--- config.mk ---
export PLATFORM = sky130hd
export DESIGN_NAME = fsk_sync_word_detector
export DESIGN_NICKNAME = d
export VERILOG_FILES = /design/src/rtl/fsk_pkg.sv /design/src/rtl/two_entry_buffer.sv /design/src/rtl/fsk_sync_word_detector.sv
export VERILOG_INCLUDE_DIRS = /design/src /design/src/rtl
export SDC_FILE = /design/constraint.sdc
export NUM_CORES = 1
export LEC_CHECK = 0
export BUFFER_PORTS_ARGS = -buffer_cell sky130_fd_sc_hd__clkbuf_2
export CELL_PAD_IN_SITES_DETAIL_PLACEMENT = 0
export CELL_PAD_IN_SITES_GLOBAL_PLACEMENT = 1
export CORE_MARGIN = 8
export CORE_UTILIZATION = 35
export DETAILED_ROUTE_END_ITERATION = 8
export PLACE_DENSITY = 0.67
export SYNTH_ARGS = -nofsm -noshare
export SYNTH_HDL_FRONTEND = slang
export SYNTH_SLANG_ARGS = --single-unit
--- constraint.sdc ---
create_clock -name CLK_I -period 24 [get_ports CLK_I]
set_input_delay 1.2 -clock CLK_I [delete_from_list [all_inputs] [get_ports CLK_I]]
set_output_delay 1.2 -clock CLK_I [all_outputs]
set_load 0.01 [all_outputs]
--- src/rtl/fsk_map.svh ---
`ifndef FSK_MAP_SVH
`define FSK_MAP_SVH
// Register byte addresses
`define ADDR_DEMOD_SETUP   8'h00
`define ADDR_SYNC_SETUP    8'h04
`define ADDR_SYNC_WORD     8'h08
`define ADDR_STATUS        8'h0C
`define ADDR_AVERAGE       8'h10
// Demodulator setup fields
`define DS_SEL_LO          4
`define DS_SEL_HI          5
`define DS_BW_LO           6
`define DS_BW_HI           15
`define DS_MODE_LO         23
`define DS_MODE_HI         25
// Sync setup fields
`define SS_LEN_LO          4
`define SS_LEN_HI          5
`define SS_TOL_LO          6
`define SS_TOL_HI          7
// Field values
`define SEL_LINEAR         2'h0
`define MODE_SYNC_A        3'h2
`define MODE_SYNC_B        3'h3
// Status bit positions
`define ST_LOCK            0
`define ST_OVERFLOW        1
`define ST_SLICE           2
`define ST_RX              3
// Reset values
`define DEMOD_SETUP_RST    32'h0000_0000
`define SYNC_SETUP_RST     32'h0000_0000
`define SYNC_WORD_RST      24'h00_0000
// Timing and scaling
`define OVS_PER_BIT        32
`define OVS_MID            5'h10
`define OVS_LAST           5'h1F
`define LOCK_DCLK_CYCLES   4'h9
`define LEN_BASE           5'h0C
`define LEN_STEP           5'h04
`define SYNC_WORD_BITS     5'h18
`define BW_FRAC_BITS       10
`define DISC_SCALE         12
`define ENV_DECAY_SHIFT    8
`endif

--- src/rtl/fsk_pkg.sv ---
package fsk_pkg;
	// Filter and envelope sample word
	typedef logic signed [15:0] sample_t;
	// Interrupt/lock output sequencing
	typedef enum logic [0:0] {LK_IDLE, LK_HOLD} lock_state_t;
endpackage

--- src/rtl/two_entry_buffer.sv ---
`timescale 1ns/100ps
module two_entry_buffer #(
	parameter int WIDTH = 1
) (
	input  wire logic             clk_i,     // System clock
	input  wire logic             rst_n_i,   // Sync reset, active low
	input  wire logic             in_valid_i, // Word offered
	output logic                  in_ready_o, // Room for a word
	input  wire logic [WIDTH-1:0] in_data_i,  // Incoming word
	output logic                  out_valid_o, // Word available
	input  wire logic             out_ready_i, // Receiver accepts
	output logic      [WIDTH-1:0] out_data_o   // Head word, registered
);
	logic [WIDTH-1:0] head_r, head_nxt, tail_r, tail_nxt;
	logic             hv_r, hv_nxt, tv_r, tv_nxt;

	// Full only when both slots hold a word
	assign in_ready_o  = !tv_r;
	assign out_valid_o = hv_r;
	assign out_data_o  = head_r;

	// Head drains first; tail catches a word that arrives during a stall
	always_comb begin
		head_nxt = head_r;
		tail_nxt = tail_r;
		hv_nxt   = hv_r;
		tv_nxt   = tv_r;
		if (hv_r && out_ready_i) begin
			hv_nxt   = tv_r;
			head_nxt = tail_r;
			tv_nxt   = 1'b0;
		end
		if (in_valid_i && !tv_r) begin
			if (!hv_nxt) begin
				hv_nxt   = 1'b1;
				head_nxt = in_data_i;
			end else begin
				tv_nxt   = 1'b1;
				tail_nxt = in_data_i;
			end
		end
	end

	always_ff @(posedge clk_i) begin
		if (!rst_n_i) begin
			head_r <= '0;
			tail_r <= '0;
			hv_r   <= 1'b0;
			tv_r   <= 1'b0;
		end else begin
			head_r <= head_nxt;
			tail_r <= tail_nxt;
			hv_r   <= hv_nxt;
			tv_r   <= tv_nxt;
		end
	end
endmodule

--- src/rtl/fsk_sync_word_detector.sv ---
// Operation
// RQ1 - The linear demodulation path runs only when the demodulator select field is 00.
// RQ2 - The discriminator gives a value proportional to the frequency of the limited input.
// RQ3 - The discriminator value is averaged, envelope tracked, and sliced against a threshold.
// RQ4 - In linear mode the slicer bit drives the clock recovery PLL.
// RQ5 - The averaging cutoff follows the ten-bit bandwidth setting scaled by two to the tenth.
// RQ6 - In receive mode the stored word is compared with the bit stream and a match raises lock.
// RQ7 - The lock output drops by itself after nine recovered data clock cycles.
// RQ8 - Word detection works only when the demodulator mode field is 010 or 011.
// RQ9 - The length field selects a compared word of 12, 16, 20 or 24 bits.
// RQ10 - The far transmitter sends the word most significant bit first.
// RQ11 - The tolerance field allows a match with up to three wrong bits.
// RQ12 - The host loads the expected word before relying on detection.
// RQ13 - Clock recovery oversamples at 32 times the data rate and tolerates 2 percent error.
// RQ14 - Length codes 00 to 11 map upward to 12, 16, 20 and 24 bits.
// RQ15 - The tolerance value equals the largest accepted count of wrong bits, zero to three.
//
// Added by the designer: the register offsets and the plain strobed port.
`timescale 1ns/100ps
`include "fsk_map.svh"
module fsk_sync_word_detector #(
	parameter int CLK_HZ  = 25000000, // Demodulator clock rate
	parameter int DATA_HZ = 38400     // Nominal bit rate
) (
	input  wire logic        CLK_I,        // 25 MHz clock
	input  wire logic        RST_N_I,      // Sync reset, active low
	input  wire logic        LIM_I_I,      // Limited in-phase sign, async pin
	input  wire logic        LIM_Q_I,      // Limited quadrature sign, async pin
	input  wire logic        RX_EN_I,      // Receive mode, async pin
	input  wire logic [7:0]  ADDR_I,       // Register byte address
	input  wire logic [31:0] WDATA_I,      // Write data
	input  wire logic        WR_I,         // Write strobe
	input  wire logic        RD_I,         // Read strobe
	output logic      [31:0] RDATA_O,      // Read data, cycle after strobe
	output logic             LOCK_O,       // Interrupt/lock, active high
	output logic             DCLK_O,       // Recovered data clock pulse
	output logic             DATA_O,       // Buffered recovered bit
	output logic             DATA_VALID_O, // Buffered bit valid
	input  wire logic        DATA_READY_I  // Receiver accepts bit
);
	import fsk_pkg::*;

	localparam int OVS_DIV = CLK_HZ / (DATA_HZ * `OVS_PER_BIT);
	localparam logic [15:0] OVS_DIV_M1 = 16'(OVS_DIV - 1);

	// Length code to word length
	// RQ14 ascending code map
	function automatic logic [4:0] word_len(input logic [1:0] code);
		word_len = 5'(`LEN_BASE + (`LEN_STEP * code));
	endfunction

	// Wrong bits among the low len positions
	function automatic logic [4:0] miss_count(input logic [23:0] a, input logic [23:0] b,
			input logic [4:0] len);
		logic [4:0] n;
		n = 5'h00;
		for (int k = 0; k < 24; k++) begin
			if ((5'(k) < len) && (a[k] != b[k])) begin
				n = n + 5'h01;
			end
		end
		miss_count = n;
	endfunction

	// Pin synchronisers: three stages, change taken when stages two and three agree
	logic [2:0] s1_r, s2_r, s3_r, pin_r, pin_nxt;
	always_comb begin
		pin_nxt = pin_r;
		for (int k = 0; k < 3; k++) begin
			if (s2_r[k] == s3_r[k]) begin
				pin_nxt[k] = s3_r[k];
			end
		end
	end
	always_ff @(posedge CLK_I) begin
		if (!RST_N_I) begin
			s1_r  <= 3'h0;
			s2_r  <= 3'h0;
			s3_r  <= 3'h0;
			pin_r <= 3'h0;
		end else begin
			s1_r  <= {RX_EN_I, LIM_Q_I, LIM_I_I};
			s2_r  <= s1_r;
			s3_r  <= s2_r;
			pin_r <= pin_nxt;
		end
	end
	wire lim_i = pin_r[0];
	wire lim_q = pin_r[1];
	wire rx_en = pin_r[2];

	// Register file
	logic [31:0] demod_r, demod_nxt, sync_setup_r, sync_setup_nxt, rdata_r, rdata_nxt;
	logic [23:0] word_r, word_nxt;
	logic        ovf_r, ovf_nxt;
	logic        ovf_evt;
	sample_t     avg_r;
	logic        slice_r, lock_r;
	wire  [1:0]  dsel  = demod_r[`DS_SEL_HI:`DS_SEL_LO];
	wire  [9:0]  bw    = demod_r[`DS_BW_HI:`DS_BW_LO];
	wire  [2:0]  dmode = demod_r[`DS_MODE_HI:`DS_MODE_LO];
	wire  [1:0]  lcode = sync_setup_r[`SS_LEN_HI:`SS_LEN_LO];
	wire  [1:0]  tol   = sync_setup_r[`SS_TOL_HI:`SS_TOL_LO];
	always_comb begin
		demod_nxt      = demod_r;
		sync_setup_nxt = sync_setup_r;
		word_nxt       = word_r;
		ovf_nxt        = ovf_r;
		rdata_nxt      = 32'h0000_0000;
		if (WR_I) begin
			case (ADDR_I)
				`ADDR_DEMOD_SETUP: demod_nxt = WDATA_I;
				`ADDR_SYNC_SETUP: sync_setup_nxt = WDATA_I;
				// RQ12 host-loaded word
				`ADDR_SYNC_WORD: word_nxt = WDATA_I[23:0];
				`ADDR_STATUS: ovf_nxt = 1'b0;
				default: ;
			endcase
		end
		// Overflow set wins over a clear in the same cycle
		if (ovf_evt) begin
			ovf_nxt = 1'b1;
		end
		if (RD_I) begin
			case (ADDR_I)
				`ADDR_DEMOD_SETUP: rdata_nxt = demod_r;
				`ADDR_SYNC_SETUP: rdata_nxt = sync_setup_r;
				`ADDR_SYNC_WORD: rdata_nxt = {8'h00, word_r};
				`ADDR_STATUS: begin
					rdata_nxt[`ST_LOCK]     = lock_r;
					rdata_nxt[`ST_OVERFLOW] = ovf_r;
					rdata_nxt[`ST_SLICE]    = slice_r;
					rdata_nxt[`ST_RX]       = rx_en;
				end
				`ADDR_AVERAGE: rdata_nxt = {{16{avg_r[15]}}, avg_r};
				default: rdata_nxt = 32'h0000_0000;
			endcase
		end
	end
	always_ff @(posedge CLK_I) begin
		if (!RST_N_I) begin
			demod_r      <= `DEMOD_SETUP_RST;
			sync_setup_r <= `SYNC_SETUP_RST;
			word_r       <= `SYNC_WORD_RST;
			ovf_r        <= 1'b0;
			rdata_r      <= 32'h0000_0000;
		end else begin
			demod_r      <= demod_nxt;
			sync_setup_r <= sync_setup_nxt;
			word_r       <= word_nxt;
			ovf_r        <= ovf_nxt;
			rdata_r      <= rdata_nxt;
		end
	end
	assign RDATA_O = rdata_r;

	// Demodulator: quadrant step discriminator, IIR average, envelope, slicer
	wire linear_on = (dsel == `SEL_LINEAR);
	logic [1:0]   quad_r, quad_nxt;
	sample_t      avg_nxt, max_r, max_nxt, min_r, min_nxt;
	logic         slice_nxt;
	logic signed [1:0]  disc;
	logic signed [16:0] diff, thr;
	logic signed [27:0] prod;
	always_comb begin
		// Binary quadrant decoded from the Gray signs so one step per quarter turn; steps per sample track frequency
		quad_nxt = {lim_i, lim_i ^ lim_q};
		// RQ2 discriminator step
		case (2'(quad_nxt - quad_r))
			2'h1: disc = 2'sb01;
			2'h3: disc = -2'sb01;
			default: disc = 2'sb00;
		endcase
		// RQ5 coefficient is setting over two to the tenth
		diff = 17'((18'(disc) <<< `DISC_SCALE) - 18'(avg_r));
		prod = 28'(diff * $signed({1'b0, bw}));
		avg_nxt = 16'(17'(avg_r) + 17'(prod >>> `BW_FRAC_BITS));
		// RQ3 envelope peaks decay slowly so the threshold follows drift
		max_nxt = (avg_r > max_r) ? avg_r :
			16'(max_r - ((max_r - avg_r) >>> `ENV_DECAY_SHIFT));
		min_nxt = (avg_r < min_r) ? avg_r :
			16'(min_r + ((avg_r - min_r) >>> `ENV_DECAY_SHIFT));
		thr = (17'(max_r) + 17'(min_r)) >>> 1;
		// RQ3 threshold slicer
		slice_nxt = (17'(avg_r) > thr);
		// RQ1 other selects freeze the linear path
		if (!linear_on) begin
			avg_nxt   = avg_r;
			max_nxt   = max_r;
			min_nxt   = min_r;
			slice_nxt = slice_r;
		end
	end
	always_ff @(posedge CLK_I) begin
		if (!RST_N_I) begin
			quad_r  <= 2'h0;
			avg_r   <= 16'sh0000;
			max_r   <= 16'sh0000;
			min_r   <= 16'sh0000;
			slice_r <= 1'b0;
		end else begin
			quad_r  <= quad_nxt;
			avg_r   <= avg_nxt;
			max_r   <= max_nxt;
			min_r   <= min_nxt;
			slice_r <= slice_nxt;
		end
	end

	// Clock recovery: oversample divider and phase counter, nudged on bit edges
	logic [15:0] div_r, div_nxt;
	logic [4:0]  ph_r, ph_nxt;
	logic        last_r, last_nxt, tick, dclk_r, dclk_nxt, bit_r, bit_nxt;
	always_comb begin
		// RQ13 tick at 32 per bit
		tick    = (div_r == OVS_DIV_M1);
		div_nxt = tick ? 16'h0000 : 16'(div_r + 16'h0001);
		ph_nxt   = ph_r;
		last_nxt = last_r;
		dclk_nxt = 1'b0;
		bit_nxt  = bit_r;
		if (tick && linear_on) begin
			// RQ4 slicer edges steer the phase by one step, enough for a few percent error
			last_nxt = slice_r;
			ph_nxt   = 5'(ph_r + 5'h01);
			if (slice_r != last_r) begin
				if (ph_r > `OVS_MID) begin
					ph_nxt = 5'(ph_r + 5'h02);
				end else if ((ph_r < `OVS_MID) && (ph_r != 5'h00)) begin
					ph_nxt = ph_r;
				end
			end
			// Sample in mid bit
			if (ph_r == `OVS_MID) begin
				dclk_nxt = 1'b1;
				bit_nxt  = slice_r;
			end
		end
	end
	always_ff @(posedge CLK_I) begin
		if (!RST_N_I) begin
			div_r  <= 16'h0000;
			ph_r   <= 5'h00;
			last_r <= 1'b0;
			dclk_r <= 1'b0;
			bit_r  <= 1'b0;
		end else begin
			div_r  <= div_nxt;
			ph_r   <= ph_nxt;
			last_r <= last_nxt;
			dclk_r <= dclk_nxt;
			bit_r  <= bit_nxt;
		end
	end
	assign DCLK_O = dclk_r;

	// Word detector and lock sequencing
	logic [23:0] sh_r, sh_nxt;
	logic [4:0]  seen_r, seen_nxt, len;
	logic [3:0]  cnt_r, cnt_nxt;
	lock_state_t lk_r, lk_nxt;
	logic        hit, det_on;
	always_comb begin
		// RQ9 length map
		len    = word_len(lcode);
		// RQ8 mode gate
		det_on = rx_en && ((dmode == `MODE_SYNC_A) || (dmode == `MODE_SYNC_B));
		sh_nxt   = sh_r;
		seen_nxt = det_on ? seen_r : 5'h00;
		hit      = 1'b0;
		if (dclk_r && det_on) begin
			// RQ10 first bit ends up at the top of the window
			sh_nxt = {sh_r[22:0], bit_r};
			if (seen_r != `SYNC_WORD_BITS) begin
				seen_nxt = 5'(seen_r + 5'h01);
			end
			// RQ11 RQ15 tolerance compare
			hit = (seen_nxt >= len) && (miss_count(sh_nxt, word_r, len) <= {3'h0, tol});
		end
		lk_nxt  = lk_r;
		cnt_nxt = cnt_r;
		case (lk_r)
			LK_IDLE: begin
				// RQ6 raise lock on match
				if (hit) begin
					lk_nxt  = LK_HOLD;
					cnt_nxt = 4'h0;
				end
			end
			LK_HOLD: begin
				// RQ7 release after nine data clocks, a new match restarts
				if (hit) begin
					cnt_nxt = 4'h0;
				end else if (dclk_r) begin
					cnt_nxt = 4'(cnt_r + 4'h1);
					if (cnt_nxt == `LOCK_DCLK_CYCLES) begin
						lk_nxt = LK_IDLE;
					end
				end
			end
			default: lk_nxt = LK_IDLE;
		endcase
	end
	always_ff @(posedge CLK_I) begin
		if (!RST_N_I) begin
			sh_r   <= 24'h00_0000;
			seen_r <= 5'h00;
			cnt_r  <= 4'h0;
			lk_r   <= LK_IDLE;
			lock_r <= 1'b0;
		end else begin
			sh_r   <= sh_nxt;
			seen_r <= seen_nxt;
			cnt_r  <= cnt_nxt;
			lk_r   <= lk_nxt;
			lock_r <= (lk_nxt == LK_HOLD);
		end
	end
	assign LOCK_O = lock_r;

	// Output buffer; a receiver stall longer than two bits is flagged, the radio cannot wait
	logic buf_ready;
	assign ovf_evt = dclk_r && !buf_ready;
	two_entry_buffer #(.WIDTH(1)) u_buf (
		.clk_i       (CLK_I),
		.rst_n_i     (RST_N_I),
		.in_valid_i  (dclk_r),
		.in_ready_o  (buf_ready),
		.in_data_i   (bit_r),
		.out_valid_o (DATA_VALID_O),
		.out_ready_i (DATA_READY_I),
		.out_data_o  (DATA_O)
	);

	// Checks
	lock_cause_a: assert property (@(posedge CLK_I) disable iff (!RST_N_I) // RQ6
		$rose(lock_r) |-> $past(hit) && $past(dclk_r)) else $error("lock rose without match");
	lock_release_a: assert property (@(posedge CLK_I) disable iff (!RST_N_I) // RQ7
		$fell(lock_r) |-> $past(dclk_r) && ($past(cnt_r) == 4'h8))
		else $error("lock fell at wrong count");
	mode_gate_a: assert property (@(posedge CLK_I) disable iff (!RST_N_I) // RQ8
		hit |-> rx_en && (dmode[2:1] == 2'h1)) else $error("match outside sync modes");
	// Counted apart from the detector's own function, so a broken count still shows
	tol_bound_a: assert property (@(posedge CLK_I) disable iff (!RST_N_I) // RQ11 RQ15
		hit |-> ($countones((sh_nxt ^ word_r) & ~(24'hFF_FFFF << len)) <= 32'(tol)))
		else $error("too many wrong bits");
	length_map_a: assert property (@(posedge CLK_I) disable iff (!RST_N_I) // RQ14
		hit |-> seen_nxt >= 5'(12 + 4 * lcode)) else $error("match before full word");
	linear_freeze_a: assert property (@(posedge CLK_I) disable iff (!RST_N_I) // RQ1
		(dsel != 2'h0) |=> $stable(slice_r) && !dclk_r) else $error("linear path ran");
	slice_thr_a: assert property (@(posedge CLK_I) disable iff (!RST_N_I) // RQ3
		$changed(slice_r) |-> ((17'($past(avg_r)) > $past(thr)) == slice_r))
		else $error("slice mismatch");
	dclk_tick_a: assert property (@(posedge CLK_I) disable iff (!RST_N_I) // RQ4
		dclk_r |-> $past(tick) && ($past(ph_r) == `OVS_MID)) else $error("data clock off tick");
	dclk_space_a: assert property (@(posedge CLK_I) disable iff (!RST_N_I) // RQ13
		dclk_r |=> !dclk_r [*8]) else $error("data clocks too close");
endmodule

==> metrics.md, run 1 <==
| Metric | Value |
|---|---|
| Status | finished, final reports clean |
| Count of yosys warnings during synthesis | 0 |
| Pin count of the biggest net entering global routing | 91 |
| Area of the mapped netlist | 21820 um^2 |
| Critical Path End Type | register |
| Post-synthesis cell type count | 78 |
| Unrepaired setup endpoints after global routing | false |
| Routed length per instance | 17.38 um |
| Final hold vios | 0 |
| Area of the multi-input gates | 15540 um^2 |
| Die Y-Extent | 265.7 um |
| Number of global-route vias before repair | 18740 |
| Crit path largest cell delay | 0.50 ns |
| Fin nets | 3115 |
| Worst path required time | 24.41 ns |
| Vias post-DR | 18170 |
| FF+latch area | 4905 um^2 |
| Post-CTS Resized | 0 |
| Count of final setup violators | 0 |
| Drt pass-1 iters | 6 |
| Ports | 84 |
| Worst-Margin Slew | 1.135 ns |
| Met2 Resource Use GR | 31.36% |
| Num CTS Buffers | 34 |
| Layout cell share with drive strength beyond 1 | 7.999% |
| Setup tns final | 0 ns |
| VDD IR max | 54.99 uV |
| EDFF count, synth | 0 |
| Tot GR Track Use | 17.66% |
| Setup WS post-layout | 8.144 ns |
| M3 GR Usage | 2.500% |
| Area growth syn-to-layout | 11.65% |
| Clk root buf | clkbuf_16 |
| Most frequent CP cell | ha_1 |
| Final worst-path cycle share | 66.07% |
| Lkg Pwr | 10.27 nW |
| Register area share after synthesis | 22.48% |
| Final antenna-violating net count | 0 |
| Post-layout util | 39.48% |
| GR Overflow Total | 0 |
| CP Data Arrival Time | 16.26 ns |
| Most common cell after layout, fill and taps aside | nand2_1 |
| Crit path max fanout | 17 |
| Worst min-delay path category | register to register |
| Max Fclk | 63.07 MHz |
| WL final | 62140 um |
| Die Width | 265.7 um |
| Post-synth ARST share | 0% |
| Pwr Total | 0.001804 W |
| Critical-path top delay cell | dfxtp_1 |
| Later-pin clock latency in the skew report | 0.55 ns |
| Reg clk slew, reported paths | 0.05 ns |
| H-Tree Level Count | 2 |
| Initial DRC count | 1156 |
| Worst Setup Start Kind | register |
| GR peak layer | met2 |
| Flops & latches, synth | 245 |
| Initial antenna violation count | 2 |
| Final max-slew violation count | 0 |
| Fin crit period | 15.86 ns |
| HPWL after DPL | 45980 um |
| M1 GR Usage | 22.18% |
| Fillers | 6280 |
| Total setup buffers inserted after CTS | 0 |
| Core area | 61710 um^2 |
| Mean post-synth cell area | 8.170 um^2 |
| Final GP Congestion | 0.8581 |
| Synth Flop Type | dfxtp_1 |
| # port buffers | 83 |
| Synth Instances | 2671 |
| Pwr Density | 74.06 nW/um^2 |
| Die Footprint | 70590 um^2 |
| Clk_skew | 0.03031 ns |
| Post-Place Worst Slack | 8.199 ns |
| WS Path Type | register to register |
| Syn Nets | 3073 |
| Max Buffers Root-to-Sink | 3 |
| First-pass GRT wire length | 101000 um |
| Vias per inst | 5.082 |
| Remaining DRCs | 0 |
| Max Cap Viol | 0 |
| Starting Density | 35.36% |
| # hold bufs at CTS | 0 |
| CTS tree | built |
| Clock Sinks | 245 |
| Row cnt | 91 |
| Slew HR | 23.76% |
| Most frequent cells in the layout | nand2_1 (448), inv_1 (267), a21oi_1 (255), dfxtp_1 (245), ha_1 (206) |
-- state kept, by name, indices dropped and copies added, names as in the netlist, 2 cells and up --
register,flops
demod_r,32
pin_r,3
RDATA_O,32
seen_r,5
word_r,24
min_r,16
max_r,16
cnt_r,4
sh_r,23
sync_setup_r,32
s2_r,3
avg_r,16
s3_r,3
s1_r,3
div_r,16
quad_r,2
ph_r,5
-- metrics by stage --
step | cells | hold WS (ns) | instance area, um^2
floorplan | 2671 | 0.4119 | 21820
global placement | 3514 | 0.4293 | 23140
detailed placement | 3514 | 0.4322 | 23140
CTS | 3575 | 0.4484 | 24360
global route | 3576 | 0.4583 | 24360
finish | 3576 | 0.4437 | 24360
-- power by group --
group	internal (W)	total [W]	leakage [nW]	switching [W]
Combinational	0.000370	0.000800	7.69	0.000430
Clock	0.000342	0.000547	0.594	0.000205
Sequential	0.000431	0.000457	1.98	0.0000263
Total	0.00114	0.00180	10.3	0.000661
-- worst max-delay path: cells and delay by family (launching register included) --
kind            cells  cell delay, ns
compound gates     19            2.82
buf+inv             7            0.54
flops               1            0.50
fa+ha+maj          24            7.03
mux                 4            1.08
simple gates       27            3.73
-- worst paths after layout --
kind | from | slack, ns | cells after the start | endpoint
worst max-delay path | sync_setup_r[4] | 8.14 | 81 | cnt_r[0]
worst max register to register | sync_setup_r[4] | 8.14 | 81 | cnt_r[0]
worst min-delay path | s1_r[2] | 0.44 | 1 | s2_r[2]
worst min register to register | s1_r[2] | 0.44 | 1 | s2_r[2]
-- cell families (layout without fill, tap and decap cells) --
kind of cell               count (synthesis)  in the layout  synth area share [%]
buffers and inverters                    375            442                 6.468
adders and majority gates                354            354                 25.39
muxes                                     24             24                 1.153
xor gates and xnor gates                 232            232                 10.50
DFF                                      245            245                 22.48
and+or+nand+nor                          919            919                 19.17
other                                      0              1                     0
AOI/OAI and AO/OA                        522            522                 14.84
-- layout make-up --
cell class | count | area share [%]
clock inverter | 12 | 0.7703
antenna | 1 | 0.01027
clock buffer | 49 | 4.221
multi-input combinational | 2051 | 63.80
timing repair buffer | 112 | 2.599
sequential | 245 | 20.13
inverter | 269 | 4.165
tap | 837 | 4.298
-- per-layer routing --
metal  up-vias  part of all wire [%]
met1      8778                    44
met3        92                   4.1
met2       341                    49
met4         2                   2.6
li1       8961                     -
met5         -                 0.021
-- cells in the mapped netlist, drive strengths merged, types with 10 or more instances --
library cell,instances,area [um^2]
clkbuf,101,379.1
fa,148,2963
xnor2,152,1410
nand2,450,1689
a221oi,10,87.58
dfxtp,245,4905
nor3,46,235.2
o21bai,40,300.3
nor2,163,611.8
a211oi,38,285.3
a22o,10,87.58
xor2,70,650.6
a21o,25,187.7
inv,269,1010
and3,14,88.84
and2,116,725.7
nor4,10,62.56
a21oi,255,1276
nor2b,18,112.6
nand2b,15,96.34
a222oi,15,150.1
mux2i,15,150.1
nand3,29,145.1
nand4,21,131.4
or3,10,62.56
o21ai,56,280.3
ha,206,2577
Power figures use the tool's default switching activity.
==> inputs of run 2 (changes only) <==
- ABC_AREA: not set -> 1
- PLACE_DENSITY: 0.67 -> 0.71
- clock period: 24 -> 14.4 ns (I/O delays scaled with it)
==> metrics.md, run 2 <==
| Metric | Value |
|---|---|
| CTS tree | built (unchanged) |
| Pwr Density | 106.4 nW/um^2 (was 74.06 nW/um^2) |
| Met1 Routed Length | 29920 um (was 27360 um) |
| Placed inst area | 23670 um^2 (was 23140 um^2) |
| Metal3 WL | 2347 um (was 2526 um) |
| Net Sw Frac | 38.91% (was 36.64%) |
| Crit path largest cell delay | 0.33 ns (was 0.50 ns) |
| Synth area leader | dfxtp_1 (unchanged) |
| Max Buffers Root-to-Sink | 3 (unchanged) |
| Setup tns final | 0 ns (unchanged) |
| WL final | 61500 um (was 62140 um) |
| Cell Int Power | 0.001613 W (was 0.001143 W) |
| Remaining DRCs | 0 (unchanged) |
| Num CTS Buffers | 30 (was 34) |
| Max Cap Viol | 0 (unchanged) |
| Synth Instances | 3087 (was 2671) |
| Later-pin clock latency in the skew report | 0.56 ns (was 0.55 ns) |
| Count leader, synth | inv_1 (was nand2_1) |
| Status | finished, final reports clean (unchanged) |
| Fillers | 6797 (was 6280) |
| Reg2reg setup slack | 0.64 ns (was 8.14 ns) |
| Vias per inst | 4.762 (was 5.082) |
| Drt pass-1 iters | 5 (was 6) |
| Post-synthesis cell type count | 51 (was 78) |
| CP Data Arrival Time | 14.24 ns (was 16.26 ns) |
| Reg clk slew, reported paths | 0.06 ns (was 0.05 ns) |
| Reg2Reg Depth | 90 (was 81) |
| Clock Sinks | 245 (unchanged) |
| Commonest cells post-synth | inv_1 (592), nand2_1 (499), nor2_1 (302) (was nand2_1 (450), inv_1 (268), a21oi_1 (255)) |
| Clock power share | 27.2% (was 30.3%) |
| Critical Path End Type | register (unchanged) |
| Mean post-synth cell area | 7.228 um^2 (was 8.170 um^2) |
| # port buffers | 83 (unchanged) |
| Worst path required time | 14.89 ns (was 24.41 ns) |
| Clk_skew | 0.01828 ns (was 0.03031 ns) |
| Bufs and invs on worst path | 16 (was 7) |
| Pin count of the biggest net entering global routing | 73 (was 91) |
| Final hold vios | 0 (unchanged) |
| Final worst-path cycle share | 95.53% (was 66.07%) |
| Critical-path top delay cell | dfxtp_2 (was dfxtp_1) |
| Design area | 24810 um^2 (was 24360 um^2) |
| End of the worst hold path | s1_r[1] (was s2_r[2]) |
| R2r endpoint | lk_r (was cnt_r[0]) |
| Most frequent cells in the layout | inv_1 (587), nand2_1 (487), nor2_1 (298), dfxtp_1 (243), a21oi_1 (243) (was nand2_1 (448), inv_1 (267), a21oi_1 (255), dfxtp_1 (245), ha_1 (206)) |
| Worst hold margin | 0.3448 ns (was 0.4437 ns) |
| H-Tree Level Count | 1 (was 2) |
| NetSw | 0.001027 W (was 0.0006612 W) |
| Tot GR Track Use | 17.04% (was 17.66%) |
| Lkg Pwr | 12.30 nW (was 10.27 nW) |
| Starting Density | 35.37% (was 35.36%) |
| WL met2 | 27840 um (was 30620 um) |
| Initial DRC count | 1009 (was 1156) |
| Die Footprint | 72080 um^2 (was 70590 um^2) |
| Vias post-DR | 19130 (was 18170) |
| Register area share after synthesis | 21.98% (was 22.48%) |
| Fin cells | 4016 (was 3576) |
| GR Overflow Total | 0 (unchanged) |
| Routed length per instance | 15.31 um (was 17.38 um) |
| Ports | 84 (unchanged) |
| Fin crit period | 13.76 ns (was 15.86 ns) |
| Final max-slew violation count | 0 (unchanged) |
| Most common cell after layout, fill and taps aside | inv_1 (was nand2_1) |
| Synth top area share | 21.98% (was 22.48%) |
| Count of yosys warnings during synthesis | 0 (unchanged) |
| Area of the mapped netlist | 22310 um^2 (was 21820 um^2) |
| HP Start | LIM_Q_I (was s1_r[2]) |
| VDD IR max | 89.87 uV (was 54.99 uV) |
| Reg power frac | 28.8% (was 25.3%) |
| Cells after DPL | 3952 (was 3514) |
| Initial antenna violation count | 0 (was 2) |
| Crit path max fanout | 5 (was 17) |
| Syn Nets | 3489 (was 3073) |
| Row cnt | 92 (was 91) |
| Die Width | 268.5 um (was 265.7 um) |
| Worst Setup Start Kind | register (unchanged) |
| Fin nets | 3550 (was 3115) |
| WS Path Type | register to register (unchanged) |
| Max layer used | met4 (was met5) |
| Hold path depth | 3 (was 1) |
| EDFF count, synth | 0 (unchanged) |
| Final antenna-violating net count | 0 (unchanged) |
| Slew HR | 32.06% (was 23.76%) |
| Synth Flop Type | dfxtp_1 (unchanged) |
| Layout cell share with drive strength beyond 1 | 10.61% (was 7.999%) |
| Post-Place Worst Slack | -0.1430 ns (was 8.199 ns) |
| Post-synth ARST share | 0% (unchanged) |
| HPWL after DPL | 47810 um (was 45980 um) |
| Setup WS post-layout | 0.6436 ns (was 8.144 ns) |
| Worst-Margin Slew | 1.017 ns (was 1.135 ns) |
| First-pass GRT wire length | 99930 um (was 101000 um) |
| Count of final setup violators | 0 (unchanged) |
| CP delay by family, top | adder cells (unchanged) |
| Die Y-Extent | 268.5 um (was 265.7 um) |
| Comb power frac | 44.0% (was 44.3%) |
| Area growth syn-to-layout | 11.20% (was 11.65%) |
| Clk root buf | clkbuf_16 (unchanged) |
| Worst min-delay path category | input pin to register (was register to register) |
| Core area | 63080 um^2 (was 61710 um^2) |
| Flops & latches, synth | 245 (unchanged) |
| Final GP Congestion | 0.8264 (was 0.8581) |
| Top post-synthesis cells by area | dfxtp_1 (22%), fa_1 (13%), ha_1 (12%) (was dfxtp_1 (22%), fa_1 (14%), ha_1 (12%)) |
| Number of global-route vias before repair | 18520 (was 18740) |
| Max Fclk | 72.69 MHz (was 63.07 MHz) |
| Critical R2R Launch | sync_setup_r[5] (was sync_setup_r[4]) |
[run 2: cells by family after synthesis]
| group | after synthesis | share of synthesized area (%) |
|---|---|---|
| XOR/XNOR | 118 | 4.632 |
| buffers and inverters | 698 | 11.81 |
| AND/OR/NAND/NOR | 1114 | 22.24 |
| AO/OA/AOI/OAI | 558 | 14.51 |
| flip-flops | 245 | 21.98 |
| adder cells (fa/ha/maj) | 354 | 24.83 |
[run 2: repair_timing]
action / CTS / global route
gates resized for setup: 7 / 28
pin swaps: 4 / 20
endpoints found under the setup margin: 5 / 5
hold buffers: 0 / 0
setup buffers: 0 / 10
[run 2: how the worst max path moves through the flow]
stage                     from   end  slack (ns)  depth (start not counted)
3_3_place_gp   sync_setup_r[4]  lk_r        0.07                         90
6_report       sync_setup_r[5]  lk_r        0.64                         90
3_5_place_dp   sync_setup_r[5]  lk_r       -0.14                         90
4_1_cts        sync_setup_r[5]  lk_r       0.005                         90
5_1_grt        sync_setup_r[4]  lk_r       -0.11                         90
2_1_floorplan  sync_setup_r[4]  lk_r        0.17                         89
[run 2: worst register-to-register path, delay by kind of cell (launching register included)]
family	cells	cell delay [ns]
adder cells (fa/ha/maj)	24	6.35
AND/OR/NAND/NOR	45	5.46
buffers and inverters	16	0.87
AO/OA/AOI/OAI	5	0.67
flip-flops	1	0.33
[run 2: cell type report]
cell class              instances  area (um^2)  share of cell area [%]
inverters                     609         2287                   9.218
diodes                          2        5.005                 0.02017
multi-input cells            2144        14950                   60.24
flip-flops and latches        245         4907                   19.78
clock inverters                 6        45.04                  0.1815
well taps                     846         1059                   4.266
clock buffers                  46        882.1                   3.555
repair buffers                118        680.7                   2.743
[run 2: power groups by stage]
| stage | clock [W] | sequential, W | combinational, W |
|---|---|---|---|
| 2_1_floorplan | 0 | 0.000756 | 0.000956 |
| 3_3_place_gp | 0 | 0.000775 | 0.00115 |
| 3_5_place_dp | 0 | 0.000775 | 0.00116 |
| 4_1_cts | 0.000740 | 0.000760 | 0.00116 |
| 5_1_grt | 0.000769 | 0.000765 | 0.00134 |
| 6_report | 0.000718 | 0.000760 | 0.00116 |
[run 2: routing by layer]
layer  vias up  GRT usage, %
li1       9934             -
met1      8840         23.73
met2       279         28.12
met3        72         1.860
met4         0         4.116
met5         -             0
[run 2: through the flow]
step | util [%] | total power, W
after CTS | 39.06 | 0.002664
after detailed placement | 37.52 | 0.001933
after global placement | 37.52 | 0.001929
final | 39.33 | 0.002640
after floorplan | - | 0.001712
after global routing | 39.32 | 0.002870
==> inputs of run 3 (changes only) <==
- PLACE_DENSITY: 0.71 -> 0.69
- clock period: 14.4 -> 15.6 ns (I/O delays scaled with it)
==> metrics.md, run 3 (synthesized netlist as in run 2, its figures left out) <==
| Metric | Value |
|---|---|
| Status | finished, final reports clean (unchanged) |
| Worst Setup Start Kind | register (unchanged) |
| Critical-path top delay cell | a221oi_2 (was dfxtp_2) |
| Reg2reg setup slack | 1.08 ns (was 0.64 ns) |
| Clock Sinks | 245 (unchanged) |
| HPWL after DPL | 48810 um (was 47810 um) |
| Fin nets | 3533 (was 3550) |
| Layout cell share with drive strength beyond 1 | 10.05% (was 10.61%) |
| Pin count of the biggest net entering global routing | 73 (unchanged) |
| Initial DRC count | 1205 (was 1009) |
| Clk_skew | 0.01983 ns (was 0.01828 ns) |
| Ant. Diodes | 0 (was 2) |
| Vias per inst | 4.893 (was 4.762) |
| Tot GR Track Use | 17.24% (was 17.04%) |
| CTS tree | built (unchanged) |
| CP Data Arrival Time | 15.03 ns (was 14.24 ns) |
| Crit path max fanout | 5 (unchanged) |
| H-Tree Level Count | 1 (unchanged) |
| Slew HR | 24.29% (was 32.06%) |
| Final max-slew violation count | 0 (unchanged) |
| Final worst-path cycle share | 93.06% (was 95.53%) |
| GR Overflow Total | 0 (unchanged) |
| Pwr Density | 101.6 nW/um^2 (was 106.4 nW/um^2) |
| Row cnt | 92 (unchanged) |
| Worst hold margin | 0.4105 ns (was 0.3448 ns) |
| Reg clk slew, reported paths | 0.06 ns (about the same) |
| Routed length per instance | 15.63 um (was 15.31 um) |
| Final hold vios | 0 (unchanged) |
| Max Fclk | 68.88 MHz (was 72.69 MHz) |
| R2r endpoint | lk_r (unchanged) |
| First-pass GRT wire length | 101600 um (was 99930 um) |
| Clk root buf | clkbuf_16 (unchanged) |
| Drt pass-1 iters | 5 (unchanged) |
| Most common cell after layout, fill and taps aside | inv_1 (unchanged) |
| Later-pin clock latency in the skew report | 0.58 ns (was 0.56 ns) |
| Max Cap Viol | 0 (unchanged) |
| Core area | 63080 um^2 (unchanged) |
| Reg2Reg Depth | 89 (was 90) |
| Final antenna-violating net count | 0 (unchanged) |
| Worst min-delay path category | register to register (was input pin to register) |
| CP delay by family, top | adder cells (unchanged) |
| Setup crit start | sync_setup_r[4] (was sync_setup_r[5]) |
| Worst path required time | 16.11 ns (was 14.89 ns) |
| Max Buffers Root-to-Sink | 3 (unchanged) |
| Die Footprint | 72080 um^2 (unchanged) |
| Ports | 84 (unchanged) |
| Worst-Margin Slew | 1.134 ns (was 1.017 ns) |
| Number of global-route vias before repair | 19160 (was 18520) |
| Bufs and invs on worst path | 15 (was 16) |
| WL final | 62540 um (was 61500 um) |
| Die Width | 268.5 um (unchanged) |
| Num CTS Buffers | 29 (was 30) |
| Area growth syn-to-layout | 10.68% (was 11.20%) |
| Most frequent CP cell | ha_1 |
| Count of final setup violators | 0 (unchanged) |
| Design area | 24690 um^2 (was 24810 um^2) |
| Die Y-Extent | 268.5 um (unchanged) |
| Initial antenna violation count | 0 (unchanged) |
| VDD IR max | 114.5 uV (was 89.87 uV) |
| Starting Density | 35.37% (unchanged) |
| Placed inst area | 23580 um^2 (was 23670 um^2) |
| Fin crit period | 14.52 ns (was 13.76 ns) |
| Lkg Pwr | 12.26 nW (was 12.30 nW) |
| Critical path depth in cells | 89 (was 90) |
| Crit path largest cell delay | 0.39 ns (was 0.33 ns) |
| Critical R2R Launch | sync_setup_r[4] (was sync_setup_r[5]) |
| Setup tns final | 0 ns (unchanged) |
| Vias post-DR | 19570 (was 19130) |
| Final GP Congestion | 0.8221 (was 0.8264) |
| Critical Path End Type | register (unchanged) |
| # port buffers | 83 (unchanged) |
| WS Path Type | register to register (unchanged) |
| Setup crit end | lk_r (unchanged) |
| Most frequent cells in the layout | inv_1 (589), nand2_1 (496), nor2_1 (298), a21oi_1 (244), dfxtp_1 (243) (was inv_1 (587), nand2_1 (487), nor2_1 (298), dfxtp_1 (243), a21oi_1 (243)) |
| Remaining DRCs | 0 (unchanged) |
## run 3: cell count changes in the layout (fill, tap and decap cells not counted), moves of 3 or more
cell and delta:
nand2_2 -7, clkbuf_1 -7, clkinv_2 +5, bufinv_16 +3, or2_2 +5, or2_4 -5, nand2_1 +9, buf_4 -16
## run 3: timing repair
item	in CTS	in global routing
setup endpoints to repair	0	5
gates resized for setup	0	16
hold buffers	0	0
buffers inserted	0	5
## run 3: power breakdown
part           internal (W)  switching [W]  total, W
Sequential         0.000660      0.0000392  0.000700
Clock              0.000426       0.000290  0.000715
Combinational      0.000441       0.000652   0.00109
Total               0.00153       0.000981   0.00251
## run 3: final cells by class
type	instances	area, um^2
flip-flops and latches	245	4910
fillers	6683	38390
multi-input cells	2144	14870
clock inverters	15	175.2
well taps	846	1059
inverters	609	2286
clock buffers	39	833.3
repair buffers	102	560.5
## run 3: routing by layer
layer	wire [um]	vias up	track usage [%]
met2	28600	433	28.86
met3	3469	71	2.453
met5	0	-	0
met1	29220	9172	23.59
li1	-	9896	-
met4	1245	0	3.433
## run 3: how the worst min path moves through the flow
stage               slack, ns      end     from  cells after the start
floorplan                0.39  s2_r[0]  s1_r[0]                      2
global placement         0.41  s2_r[2]  s1_r[2]                      2
detailed placement       0.40  s2_r[1]  s1_r[1]                      2
CTS                      0.39  s1_r[0]  LIM_I_I                      3
global route             0.42  s1_r[0]  LIM_I_I                      3
finish                   0.41  s2_r[1]  s1_r[1]                      2
## run 3: worst register-to-register path, delay by kind of cell (launching register included)
family	cells	cell delay (ns)
AOI/OAI and AO/OA	5	0.70
adders and majority gates	24	6.38
buffers and inverters	15	0.78
DFF	1	0.37
and+or+nand+nor	45	6.21
## run 3: metrics by stage
step                setup WS, ns  util (%)  std cells  power [W]
global placement          0.6941     37.38       3941   0.001773
finish                     1.082     39.15       4000   0.002508
floorplan                  1.374         -       3087   0.001580
global route            -0.02985     39.15       4000   0.002719
detailed placement        0.3429     37.38       3941   0.001798
CTS                       0.3119     38.97       3995   0.002526
